$ cat config.mk
export PLATFORM = sky130hd
export DESIGN_NAME = svi_unit
export DESIGN_NICKNAME = d
export VERILOG_FILES = /design/src/design/svi_pkg.sv /design/src/design/svi_unit.sv
export SDC_FILE = /design/constraint.sdc
export NUM_CORES = 1
export LEC_CHECK = 0
export BUFFER_PORTS_ARGS = -buffer_cell sky130_fd_sc_hd__clkbuf_2
export CAP_MARGIN = 20
export CORE_MARGIN = 3
export CORE_UTILIZATION = 52
export CTS_CLUSTER_DIAMETER = 100
export DETAILED_ROUTE_END_ITERATION = 8
export PLACE_DENSITY = 0.81
export REMOVE_ABC_BUFFERS = 1
export SYNTH_ARGS = -nofsm -noshare
export SYNTH_HDL_FRONTEND = slang
export SYNTH_SLANG_ARGS = --single-unit
$ cat constraint.sdc
create_clock -name clk -period 3.9 [get_ports clk]
set_clock_uncertainty 0.1 [all_clocks]
set_input_delay 0 -clock clk [delete_from_list [all_inputs] [get_ports clk]]
set_output_delay 0 -clock clk [all_outputs]
set_load 0.01 [all_outputs]
$ cat src/design/svi_pkg.sv
// shared constants and types for the vectored interrupt unit
package svi_pkg;
  localparam int NUM_SRC = 6;
  localparam logic [7:0] ADDR_CTRL_FIRST  = 8'h0B;
  localparam logic [7:0] ADDR_CTRL_SECOND = 8'h1E;
  localparam logic [7:0] RESET_CTRL_FIRST  = 8'h00;
  localparam logic [7:0] RESET_CTRL_SECOND = 8'h00;
  // first register fields
  localparam int POS_GLOBAL_EN  = 0;
  localparam int POS_EXT0_EN    = 1;
  localparam int POS_EXT1_EN    = 2;
  localparam int POS_TIMER0_EN  = 3;
  localparam int POS_EXT0_PEND  = 4;
  localparam int POS_EXT1_PEND  = 5;
  localparam int POS_TIMER0_PEND = 6;
  // second register fields
  localparam int POS_TIMER1_EN  = 0;
  localparam int POS_TBASE_EN   = 1;
  localparam int POS_RTC_EN     = 2;
  localparam int POS_TIMER1_PEND = 4;
  localparam int POS_TBASE_PEND = 5;
  localparam int POS_RTC_PEND   = 6;
  // vectors, index = source in priority order
  localparam logic [11:0] VEC_EXT0   = 12'h004;
  localparam logic [11:0] VEC_EXT1   = 12'h008;
  localparam logic [11:0] VEC_TIMER0 = 12'h00C;
  localparam logic [11:0] VEC_TIMER1 = 12'h010;
  localparam logic [11:0] VEC_TBASE  = 12'h014;
  localparam logic [11:0] VEC_RTC    = 12'h018;

  typedef struct packed {
    logic       wr_en;
    logic       rd_en;
    logic [7:0] addr;
    logic [7:0] wdata;
  } svi_mem_req_t;

  typedef struct packed {
    logic        take;
    logic [11:0] vector;
    logic [2:0]  source;
  } svi_call_t;
endpackage

$ cat src/design/svi_unit.sv
// six source vectored interrupt unit with control registers
// Notes on behaviour
// - bit 0 of first register enables all
// - first register bits 1-3 enable sources
// - first register bits 4-6 pending, bit 7 zero
// - second register bits 0-2 enable, bit 3 zero
// - second register bits 4-6 pending, bit 7 zero
// - falling pin edge sets external pending flag
// - only program counter pushed on accept
// - external sources vector to 04H and 08H
// - timer overflows vector to 0CH and 10H
// - time base 14H, real time clock 18H
// - accept clears pending flag and global enable
// - nesting held until return or reenable
// - interrupt return sets global enable again
// - requests sampled at phase-two pulse
// - fixed priority external 0 highest, rtc lowest
// - flags recorded while disabled, kept until cleared
// - registers at data addresses 0BH and 1EH
// - no acknowledge while return stack full
`timescale 1ns/1ps
module svi_unit (
  input  wire logic                 clk,
  input  wire logic                 reset,
  input  wire svi_pkg::svi_mem_req_t mem_req,
  output logic [7:0]                rdata_q,
  output logic                      rvalid_q,
  input  wire logic                 ext_pin_a,
  input  wire logic                 ext_pin_b,
  input  wire logic                 timer0_overflow,
  input  wire logic                 timer1_overflow,
  input  wire logic                 tbase_tick,
  input  wire logic                 rtc_tick,
  input  wire logic                 cycle_phase_two,
  input  wire logic                 stack_full,
  input  wire logic                 isr_exit_reenable,
  input  wire logic                 call_done,
  output svi_pkg::svi_call_t        call_q,
  output logic                      push_pc_q
);
  localparam int N = svi_pkg::NUM_SRC;

  function automatic logic [11:0] vec_of(input logic [2:0] s);
    case (s)
      3'h0:    vec_of = svi_pkg::VEC_EXT0;
      3'h1:    vec_of = svi_pkg::VEC_EXT1;
      3'h2:    vec_of = svi_pkg::VEC_TIMER0;
      3'h3:    vec_of = svi_pkg::VEC_TIMER1;
      3'h4:    vec_of = svi_pkg::VEC_TBASE;
      default: vec_of = svi_pkg::VEC_RTC;
    endcase
  endfunction

  typedef enum logic [1:0] {SVI_IDLE, SVI_CALL} svi_state_t;

  svi_state_t         state_q, state_d;
  logic               global_irq_enable_q, global_irq_enable_d;
  logic [N-1:0]       enable_q, enable_d;
  logic [N-1:0]       pending_q, pending_d;
  logic               pin_a_q, pin_b_q;
  logic [N-1:0]       hw_set;
  logic [N-1:0]       ready;
  logic [2:0]         winner;
  logic               any_ready;
  logic               wr_first, wr_second;
  logic [7:0]         rdata_d;
  logic               rvalid_d;
  svi_pkg::svi_call_t call_d;
  logic               push_pc_d;

  always_comb begin
    wr_first  = mem_req.wr_en &&
                (mem_req.addr == svi_pkg::ADDR_CTRL_FIRST);
    wr_second = mem_req.wr_en &&
                (mem_req.addr == svi_pkg::ADDR_CTRL_SECOND);
    hw_set[0] = pin_a_q & ~ext_pin_a;
    hw_set[1] = pin_b_q & ~ext_pin_b;
    hw_set[2] = timer0_overflow;
    hw_set[3] = timer1_overflow;
    hw_set[4] = tbase_tick;
    hw_set[5] = rtc_tick;
  end

  always_comb begin
    ready     = pending_q & enable_q;
    any_ready = |ready;
    winner    = 3'h0;
    for (int i = N - 1; i >= 0; i--) begin
      if (ready[i]) begin
        winner = 3'(i);
      end
    end
  end

  always_comb begin
    state_d             = state_q;
    global_irq_enable_d = global_irq_enable_q;
    enable_d            = enable_q;
    pending_d           = pending_q;
    call_d              = call_q;
    push_pc_d           = 1'b0;
    if (wr_first) begin
      global_irq_enable_d = mem_req.wdata[svi_pkg::POS_GLOBAL_EN];
      enable_d[0] = mem_req.wdata[svi_pkg::POS_EXT0_EN];
      enable_d[1] = mem_req.wdata[svi_pkg::POS_EXT1_EN];
      enable_d[2] = mem_req.wdata[svi_pkg::POS_TIMER0_EN];
      pending_d[0] = mem_req.wdata[svi_pkg::POS_EXT0_PEND];
      pending_d[1] = mem_req.wdata[svi_pkg::POS_EXT1_PEND];
      pending_d[2] = mem_req.wdata[svi_pkg::POS_TIMER0_PEND];
    end
    if (wr_second) begin
      enable_d[3] = mem_req.wdata[svi_pkg::POS_TIMER1_EN];
      enable_d[4] = mem_req.wdata[svi_pkg::POS_TBASE_EN];
      enable_d[5] = mem_req.wdata[svi_pkg::POS_RTC_EN];
      pending_d[3] = mem_req.wdata[svi_pkg::POS_TIMER1_PEND];
      pending_d[4] = mem_req.wdata[svi_pkg::POS_TBASE_PEND];
      pending_d[5] = mem_req.wdata[svi_pkg::POS_RTC_PEND];
    end
    if (isr_exit_reenable) begin
      global_irq_enable_d = 1'b1;
    end
    case (state_q)
      SVI_IDLE: begin
        if (cycle_phase_two && global_irq_enable_q && any_ready &&
            !stack_full) begin
          pending_d[winner]   = 1'b0;
          global_irq_enable_d = 1'b0;
          call_d.take   = 1'b1;
          call_d.vector = vec_of(winner);
          call_d.source = winner;
          push_pc_d = 1'b1;
          state_d   = SVI_CALL;
        end
      end
      SVI_CALL: begin
        if (call_done) begin
          call_d.take = 1'b0;
          state_d     = SVI_IDLE;
        end
      end
      default: begin
        state_d = SVI_IDLE;
      end
    endcase
    pending_d = pending_d | hw_set;
  end

  always_comb begin
    rdata_d  = 8'h00;
    rvalid_d = mem_req.rd_en;
    if (mem_req.rd_en && mem_req.addr == svi_pkg::ADDR_CTRL_FIRST) begin
      rdata_d[svi_pkg::POS_GLOBAL_EN]   = global_irq_enable_q;
      rdata_d[svi_pkg::POS_EXT0_EN]     = enable_q[0];
      rdata_d[svi_pkg::POS_EXT1_EN]     = enable_q[1];
      rdata_d[svi_pkg::POS_TIMER0_EN]   = enable_q[2];
      rdata_d[svi_pkg::POS_EXT0_PEND]   = pending_q[0];
      rdata_d[svi_pkg::POS_EXT1_PEND]   = pending_q[1];
      rdata_d[svi_pkg::POS_TIMER0_PEND] = pending_q[2];
    end else if (mem_req.rd_en &&
                 mem_req.addr == svi_pkg::ADDR_CTRL_SECOND) begin
      // enable and pending flags, bits 3 and 7 zero
      rdata_d[svi_pkg::POS_TIMER1_EN]   = enable_q[3];
      rdata_d[svi_pkg::POS_TBASE_EN]    = enable_q[4];
      rdata_d[svi_pkg::POS_RTC_EN]      = enable_q[5];
      rdata_d[svi_pkg::POS_TIMER1_PEND] = pending_q[3];
      rdata_d[svi_pkg::POS_TBASE_PEND]  = pending_q[4];
      rdata_d[svi_pkg::POS_RTC_PEND]    = pending_q[5];
    end
  end

  always_ff @(posedge clk) begin
    if (reset) begin
      state_q             <= SVI_IDLE;
      global_irq_enable_q <= svi_pkg::RESET_CTRL_FIRST[0];
      enable_q            <= '0;
      pending_q           <= '0;
      pin_a_q             <= 1'b1;
      pin_b_q             <= 1'b1;
      rdata_q             <= 8'h00;
      rvalid_q            <= 1'b0;
      call_q              <= '0;
      push_pc_q           <= 1'b0;
    end else begin
      state_q             <= state_d;
      global_irq_enable_q <= global_irq_enable_d;
      enable_q            <= enable_d;
      pending_q           <= pending_d;
      pin_a_q             <= ext_pin_a;
      pin_b_q             <= ext_pin_b;
      rdata_q             <= rdata_d;
      rvalid_q            <= rvalid_d;
      call_q              <= call_d;
      push_pc_q           <= push_pc_d;
    end
  end
endmodule

==> summary.md, run 1 <==
| Metric | Value |
|---|---|
| Status | `completed` |
| Slowest CP cell | `dlygate4sd3_1` |
| Via count | `1,413` |
| Mux cell area share after synthesis | `9.799%` |
| DRT antenna net count | `0` |
| HP Start | `reset` |
| RSZ-0062 raised after global routing | `false` |
| Layout fillers | `202` |
| # IOs | `56` |
| Setup TNS Final | `0 ns` |
| EDFF count, synth | `0` |
| Final net count | `254` |
| Compound-Gate Fraction of Synth Area | `around a fifth` |
| Hold Path Class | `in -> reg` |
| Fin. Hold Viols | `0` |
| Combinational fraction of design power | `about a tenth` |
| Routability Congestion | `0.8180` |
| Slew @ Worst Pin | `0.5114 ns` |
| Seq/Total Area, Yosys | `between 40% and 50%` |
| Biggest area consumer among synthesized cells | `dfxtp_1` |
| Total Power | `0.0006084 W` |
| Crit. End Element | `flip-flop` |
| Power Density | `just over 300 nW/um2` |
| Setup repair bufs after CTS | `0` |
| Antenna fix cells | `0` |
| Count of final setup violators | `0` |
| FF-to-FF setup slack | `1.69 ns` |
| Mapped Cells | `159` |
| Worst Reg2Reg Path Length in Cells | `5` |
| Vias per Instance | `5.541` |
| TritonRoute pass-1 iters | `4` |
| Post-synthesis sequential element count | `32` |
| Cell Chain, Critical Path | `a22oi_1 -> nand2_1 -> o41ai_1 -> a21oi_1 -> dlygate4sd3_1` |
| Crit Reg-Reg Endpoint | `pending_q[4]` |
| Routed Wire Length | `3.773 mm` |
| Worst VDD drop | `about 0.00031 V` |
| Synth warn | `0` |
| FMAX | `about 450 MHz` |
| Buf/Inv on CP | `1` |
| Switching share of power | `approximately 25%` |
| Relative slew margins | `around two thirds` |
| PortBufs | `44` |
| Worst-skew pair later-pin latency | `0.34 ns` |
| Switching power total | `0.0001526 W` |
| Share of layout cells above drive strength 1 | `~28%` |
| H-Tree Depth | `2` |
| Critical path origin | `pending_q[0]` |
| Synthesized area per cell | `around 9.4 um2` |
| Hold path depth | `2` |
| Simple logic cell fraction of the synthesized area | `between 10% and 20%` |
| Max-slew violations | `0` |
| DP Wirelength | `2.678 mm` |
| Area added between synthesis and finish | `30.74%` |
| Commonest non-fill, non-tap cell in the layout | `clkbuf_2` |
| GRT overflow | `0` |
| Clock tree sinks | `32` |
| Top FF cell, synth | `dfxtp_1` |
| Wire per inst | `14.80 um` |
| Sequential Power Share | `56.5%` |
| Synth area leaders | `dfxtp_1 43%, mux2i_1 8.0%, buf_4 5.0%` |
| Fin crit share | `56.60%` |
| Max cap viols | `0` |
| Initial antenna violation count | `0` |
| Core area | `2613 um2` |
| Fraction of registers with async set/reset | `0%` |
| Leakage | `approximately 0.95 nW` |
| Die Ht | `just under 60 um` |
| Post-synth cell types | `44` |
| First-pass GRT wire length | `5.989 mm` |
| Critical Path AT | `roughly 2.4 ns` |
| Top cell type's share of synthesized area | `a little over two fifths` |
| Post-Synth Adder-Cell Area | `0%` |
| Drt first-iter violations | `77` |
| CTS Buffer Depth | `2` |
| Cell internal pwr | `between 0.0004 and 0.0005 W` |
| CTS tree | `done` |
| Largest net degree at the start of global routing | `28` |
| Critical Path Start Type | `flip-flop` |
| Cell family with most CP delay | `compound AO/OA/AOI/OAI gates` |
| Row count | `18` |
| Starting Density | `57.18%` |
| Dominant combinational cell family by area after synthesis | `simple AND/OR/NAND/NOR gates` |
| Die span in x | `59.60 um` |
| Tot GR Track Use | `22.86%` |
| Slowest stage delay, CP | `0.57 ns` |
| Min Tclk post-route | `2.207 ns` |
| XOR/XNOR share of the synthesized area | `0%` |
| Hold_ws | `about 0.077 ns` |
| Crit Reg-Reg Startpoint | `pending_q[0]` |
| Type of the worst setup path | `reg -> reg` |
| Clock Pin Slew Worst Setup and Hold Paths | `around 0.11 ns` |
| Num CTS Buffers | `5` |
| Die ar. | `approximately 3600 um2` |
| Vias in the first global route | `between 1,000 and 1,500` |
| Most frequent cells in the layout | `44 x clkbuf_2, 32 x dfxtp_1, 20 x dlygate4sd3_1, 14 x nor2_1, 13 x nand2_1` |
| Cell area after synthesis | `1494 um2` |
| Dpl cells | `227` |
| Hold EP | `call_q[2]` |
| Post-route non-filler standard cell count | `between 200 and 300` |
| Crit path required time | `4.04 ns` |
| DRC viols | `0` |
| Clk pwr share | `roughly 33%` |
| CP max FO | `6` |
| Root buffer cell | `clkbuf_4` |
worst register-to-register path, cell delays in order, from the launching register on:
cell and delay [ns]:
dfxtp_1 0.38, a22oi_1 0.38, nand2_1 0.24, o41ai_1 0.38, a21oi_1 0.07, dlygate4sd3_1 0.57
per-stage QoR:
stage | setup WS (ns) | area [um2] | util (%)
after global routing | 1.625 | 1953 | 74.76
final | 1.693 | 1953 | 74.76
after detailed placement | 2.305 | 1692 | 64.75
after global placement | 2.354 | 1692 | 64.75
after floorplan | 2.482 | 1434 | -
after CTS | 1.746 | 1953 | 74.76
state kept, by name (all words and copies together) (netlist names):
signal / flops
call_q: 7
rdata_q: 7
enable_q: 6
pending_q: 6
global_irq_enable_q: 1
pin_a_q: 1
pin_b_q: 1
push_pc_q: 1
rvalid_q: 1
state_q: 1
what timing repair did:
item,4_1_cts,5_1_grt
hold buffers,20,0
gates resized for setup,0,0
endpoints found under the hold margin,18,0
area by class of cell:
cell class	instances	area [um2]	share of cell area, %
tap	30	37.54	1.922
timing repair buffer	64	420.4	21.52
clock buffer	6	51.30	2.627
sequential	32	640.6	32.80
inverter	8	30.03	1.537
clock inverter	2	10.01	0.5125
multi-input combinational	113	763.2	39.08
cells by family after synthesis:
| group | after synthesis |
|---|---|
| other | 1 |
| DFF | 32 |
| and+or+nand+nor | 51 |
| buffers and inverters | 23 |
| muxes | 14 |
| AOI/OAI and AO/OA | 38 |
power by group through the flow:
stage	sequential, W	combinational [W]	clock (W)
after global placement	0.000350	0.0000438	0
final	0.000344	0.0000645	0.000200
after detailed placement	0.000351	0.0000459	0
after global routing	0.000345	0.0000705	0.000218
after floorplan	0.000348	0.0000227	0
after CTS	0.000343	0.0000632	0.000200
Yosys cell counts, types with 2 or more instances:
library cell and n:
a22oi_1 9, clkbuf_1 5, dfxtp_1 32, mux2i_1 12
nor2_1 14, or2_2 2, and4b_1 2, o21ai_0 2
inv_1 8, a22o_1 3, nand2_1 13, a21oi_1 9
nand3_1 3, and2_1 2, nor2b_1 2, buf_4 10
o31ai_1 3, and4bb_2 2
per-layer routing:
metal  wire length (um)  track usage (%)
met2               1980            39.78
met5                  0                0
met1               1422            25.27
met3                289            8.279
met4                 80            8.544
worst max-delay path by stage:
stage                         to  slack (ns)  cells past startpoint
global placement    pending_q[5]        2.35                      4
CTS                 pending_q[4]        1.75                      5
floorplan           pending_q[5]        2.48                      4
finish              pending_q[4]        1.69                      5
detailed placement  pending_q[4]        2.30                      4
global route        pending_q[4]        1.62                      5
(Power assumes the default switching activity.)
==> run 2: changes to the inputs <==
CORE_UTILIZATION = 43   (was 52)
PLACE_DENSITY = 0.71   (was 0.81)
clock period = 2 ns   (was 3.9 ns; I/O delays follow)
==> summary.md, run 2 (synthesized netlist as in run 1, its figures left out) <==
| Metric | Value |
|---|---|
| Hold Path Class | `in -> reg` |
| PortBufs | `44` |
| Area added between synthesis and finish | `30.40%` |
| Crit. End Element | `flip-flop` |
| Worst VDD drop | `0.0004668 V` |
| Core area | `~3200 um2` |
| Antenna fix cells | `0` |
| Die span in x | `64.94 um` |
| Commonest non-fill, non-tap cell in the layout | `clkbuf_2` |
| Routability Congestion | `0.9434` |
| Leakage | `0.9271 nW` |
| Setup TNS Final | `0 ns` |
| Crit Reg-Reg Endpoint | `global_irq_enable_q` |
| FMAX | `approximately 540 MHz` |
| Crit Reg-Reg Startpoint | `pending_q[0]` |
| Die ar. | `4217 um2` |
| Type of the worst setup path | `reg -> reg` |
| RSZ-0062 raised after global routing | `false` |
| Largest net degree at the start of global routing | `28` |
| # IOs | `56` |
| Placed Area | `1709 um2` |
| Total Power | `0.001166 W` |
| DRC viols | `0` |
| Num CTS Buffers | `5` |
| Setup repair bufs after CTS | `0` |
| Slowest stage delay, CP | `0.57 ns` |
| Critical Path AT | `2.03 ns` |
| Final net count | `251` |
| Worst-skew pair later-pin latency | `0.33 ns` |
| Power Density | `598.4 nW/um2` |
| Clock tree sinks | `32` |
| Relative slew margins | `65.56%` |
| CTS Buffer Depth | `2` |
| CTS tree | `done` |
| Wire per inst | `13.91 um` |
| Most frequent cells in the layout | `44 x clkbuf_2, 32 x dfxtp_1, 17 x dlygate4sd3_1, 14 x nor2_1, 13 x nand2_1` |
| Die Ht | `64.94 um` |
| DP Wirelength | `about 2.7 mm` |
| Root buffer cell | `clkbuf_4` |
| Via count | `1,398` |
| HP Start | `reset` |
| Max-slew violations | `0` |
| Max cap viols | `0` |
| DRT antenna net count | `0` |
| Dpl cells | `241` |
| Clock Pin Slew Worst Setup and Hold Paths | `0.09 ns` |
| Routed Wire Length | `~3.7 mm` |
| TritonRoute pass-1 iters | `4` |
| Crit path required time | `2.18 ns` |
| First-pass GRT wire length | `5.961 mm` |
| GRT overflow | `0` |
| Starting Density | `between 40% and 50%` |
| H-Tree Depth | `2` |
| Row count | `20` |
| Largest registers | `call_q (7), rdata_q (7)` |
| Post-route non-filler standard cell count | `266` |
| Design area | `1948 um2` |
| Slew @ Worst Pin | `0.5167 ns` |
| Tot GR Track Use | `18.56%` |
| Slowest CP cell | `dlygate4sd3_1` |
| Count of final setup violators | `0` |
| Share of layout cells above drive strength 1 | `roughly 28%` |
| Buf/Inv on CP | `1` |
| Vias in the first global route | `between 1,000 and 1,500` |
| Fin crit share | `92.12%` |
| Cell Chain, Critical Path | `a22oi_2 -> a31oi_1 -> a211oi_1 -> dlygate4sd3_1` |
| Vias per Instance | `around 5.3` |
| Hold_ws | `approximately 0.092 ns` |
| Drt first-iter violations | `69` |
| Status | `completed` |
| Hold path depth | `2` |
| Cell family with most CP delay | `compound AO/OA/AOI/OAI gates` |
| Fin. Hold Viols | `0` |
| CP max FO | `6` |
| Initial antenna violation count | `0` |
| Hold EP | `enable_q[2]` |
| Min Tclk post-route | `1.842 ns` |
| Critical Path Start Type | `flip-flop` |
| FF-to-FF setup slack | `0.16 ns` |
| Worst Reg2Reg Path Length in Cells | `4` |
-- run 2: through the flow --
stage | utilization [%] | setup WS, ns
6_report | 61.30 | 0.1576
5_1_grt | 61.30 | 0.02551
4_1_cts | 60.98 | 0.08543
3_5_place_dp | 53.78 | 0.3750
2_1_floorplan | - | 0.5824
3_3_place_gp | 53.78 | 0.4623
-- run 2: how the worst max path moves through the flow --
stage | slack [ns] | cells after the start | end | start
finish | 0.16 | 4 | global_irq_enable_q | pending_q[0]
global route | 0.03 | 4 | global_irq_enable_q | pending_q[0]
CTS | 0.09 | 4 | global_irq_enable_q | pending_q[0]
detailed placement | 0.37 | 4 | pending_q[4] | pending_q[0]
global placement | 0.46 | 4 | pending_q[5] | global_irq_enable_q
floorplan | 0.58 | 4 | pending_q[5] | state_q[0]
-- run 2: final cells by class --
type | instances | area [um2]
timing repair buffer | 61 | 390.4
multi-input combinational | 113 | 773.2
inverter | 8 | 30.03
fill | 288 | 1230
sequential | 32 | 640.6
clock buffer | 8 | 58.81
tap | 44 | 55.05
-- run 2: power by group --
| group | total (W) | switching [W] | leakage (nW) | internal, W |
|---|---|---|---|---|
| registers | 0.000671 | 0.0000194 | 0.261 | 0.000652 |
| clock network | 0.000377 | 0.000204 | 0.0326 | 0.000173 |
| logic | 0.000117 | 0.0000534 | 0.634 | 0.0000641 |
| total | 0.00117 | 0.000277 | 0.927 | 0.000889 |
-- run 2: timing repair --
action / 4_1_cts / 5_1_grt
setup endpoints to repair: 0 / 1
hold buffers: 17 / 0
endpoints found under the hold margin: 18 / 0
resized for setup: 0 / 2
-- run 2: per-layer routing --
metal	share of wire (%)	GRT usage, %	vias to the layer above
met2	53	32.44	56
met4	2.0	10.55	0
met3	5.6	3.986	9
li1	-	-	683
met1	40	20.60	650
met5	0	0	-
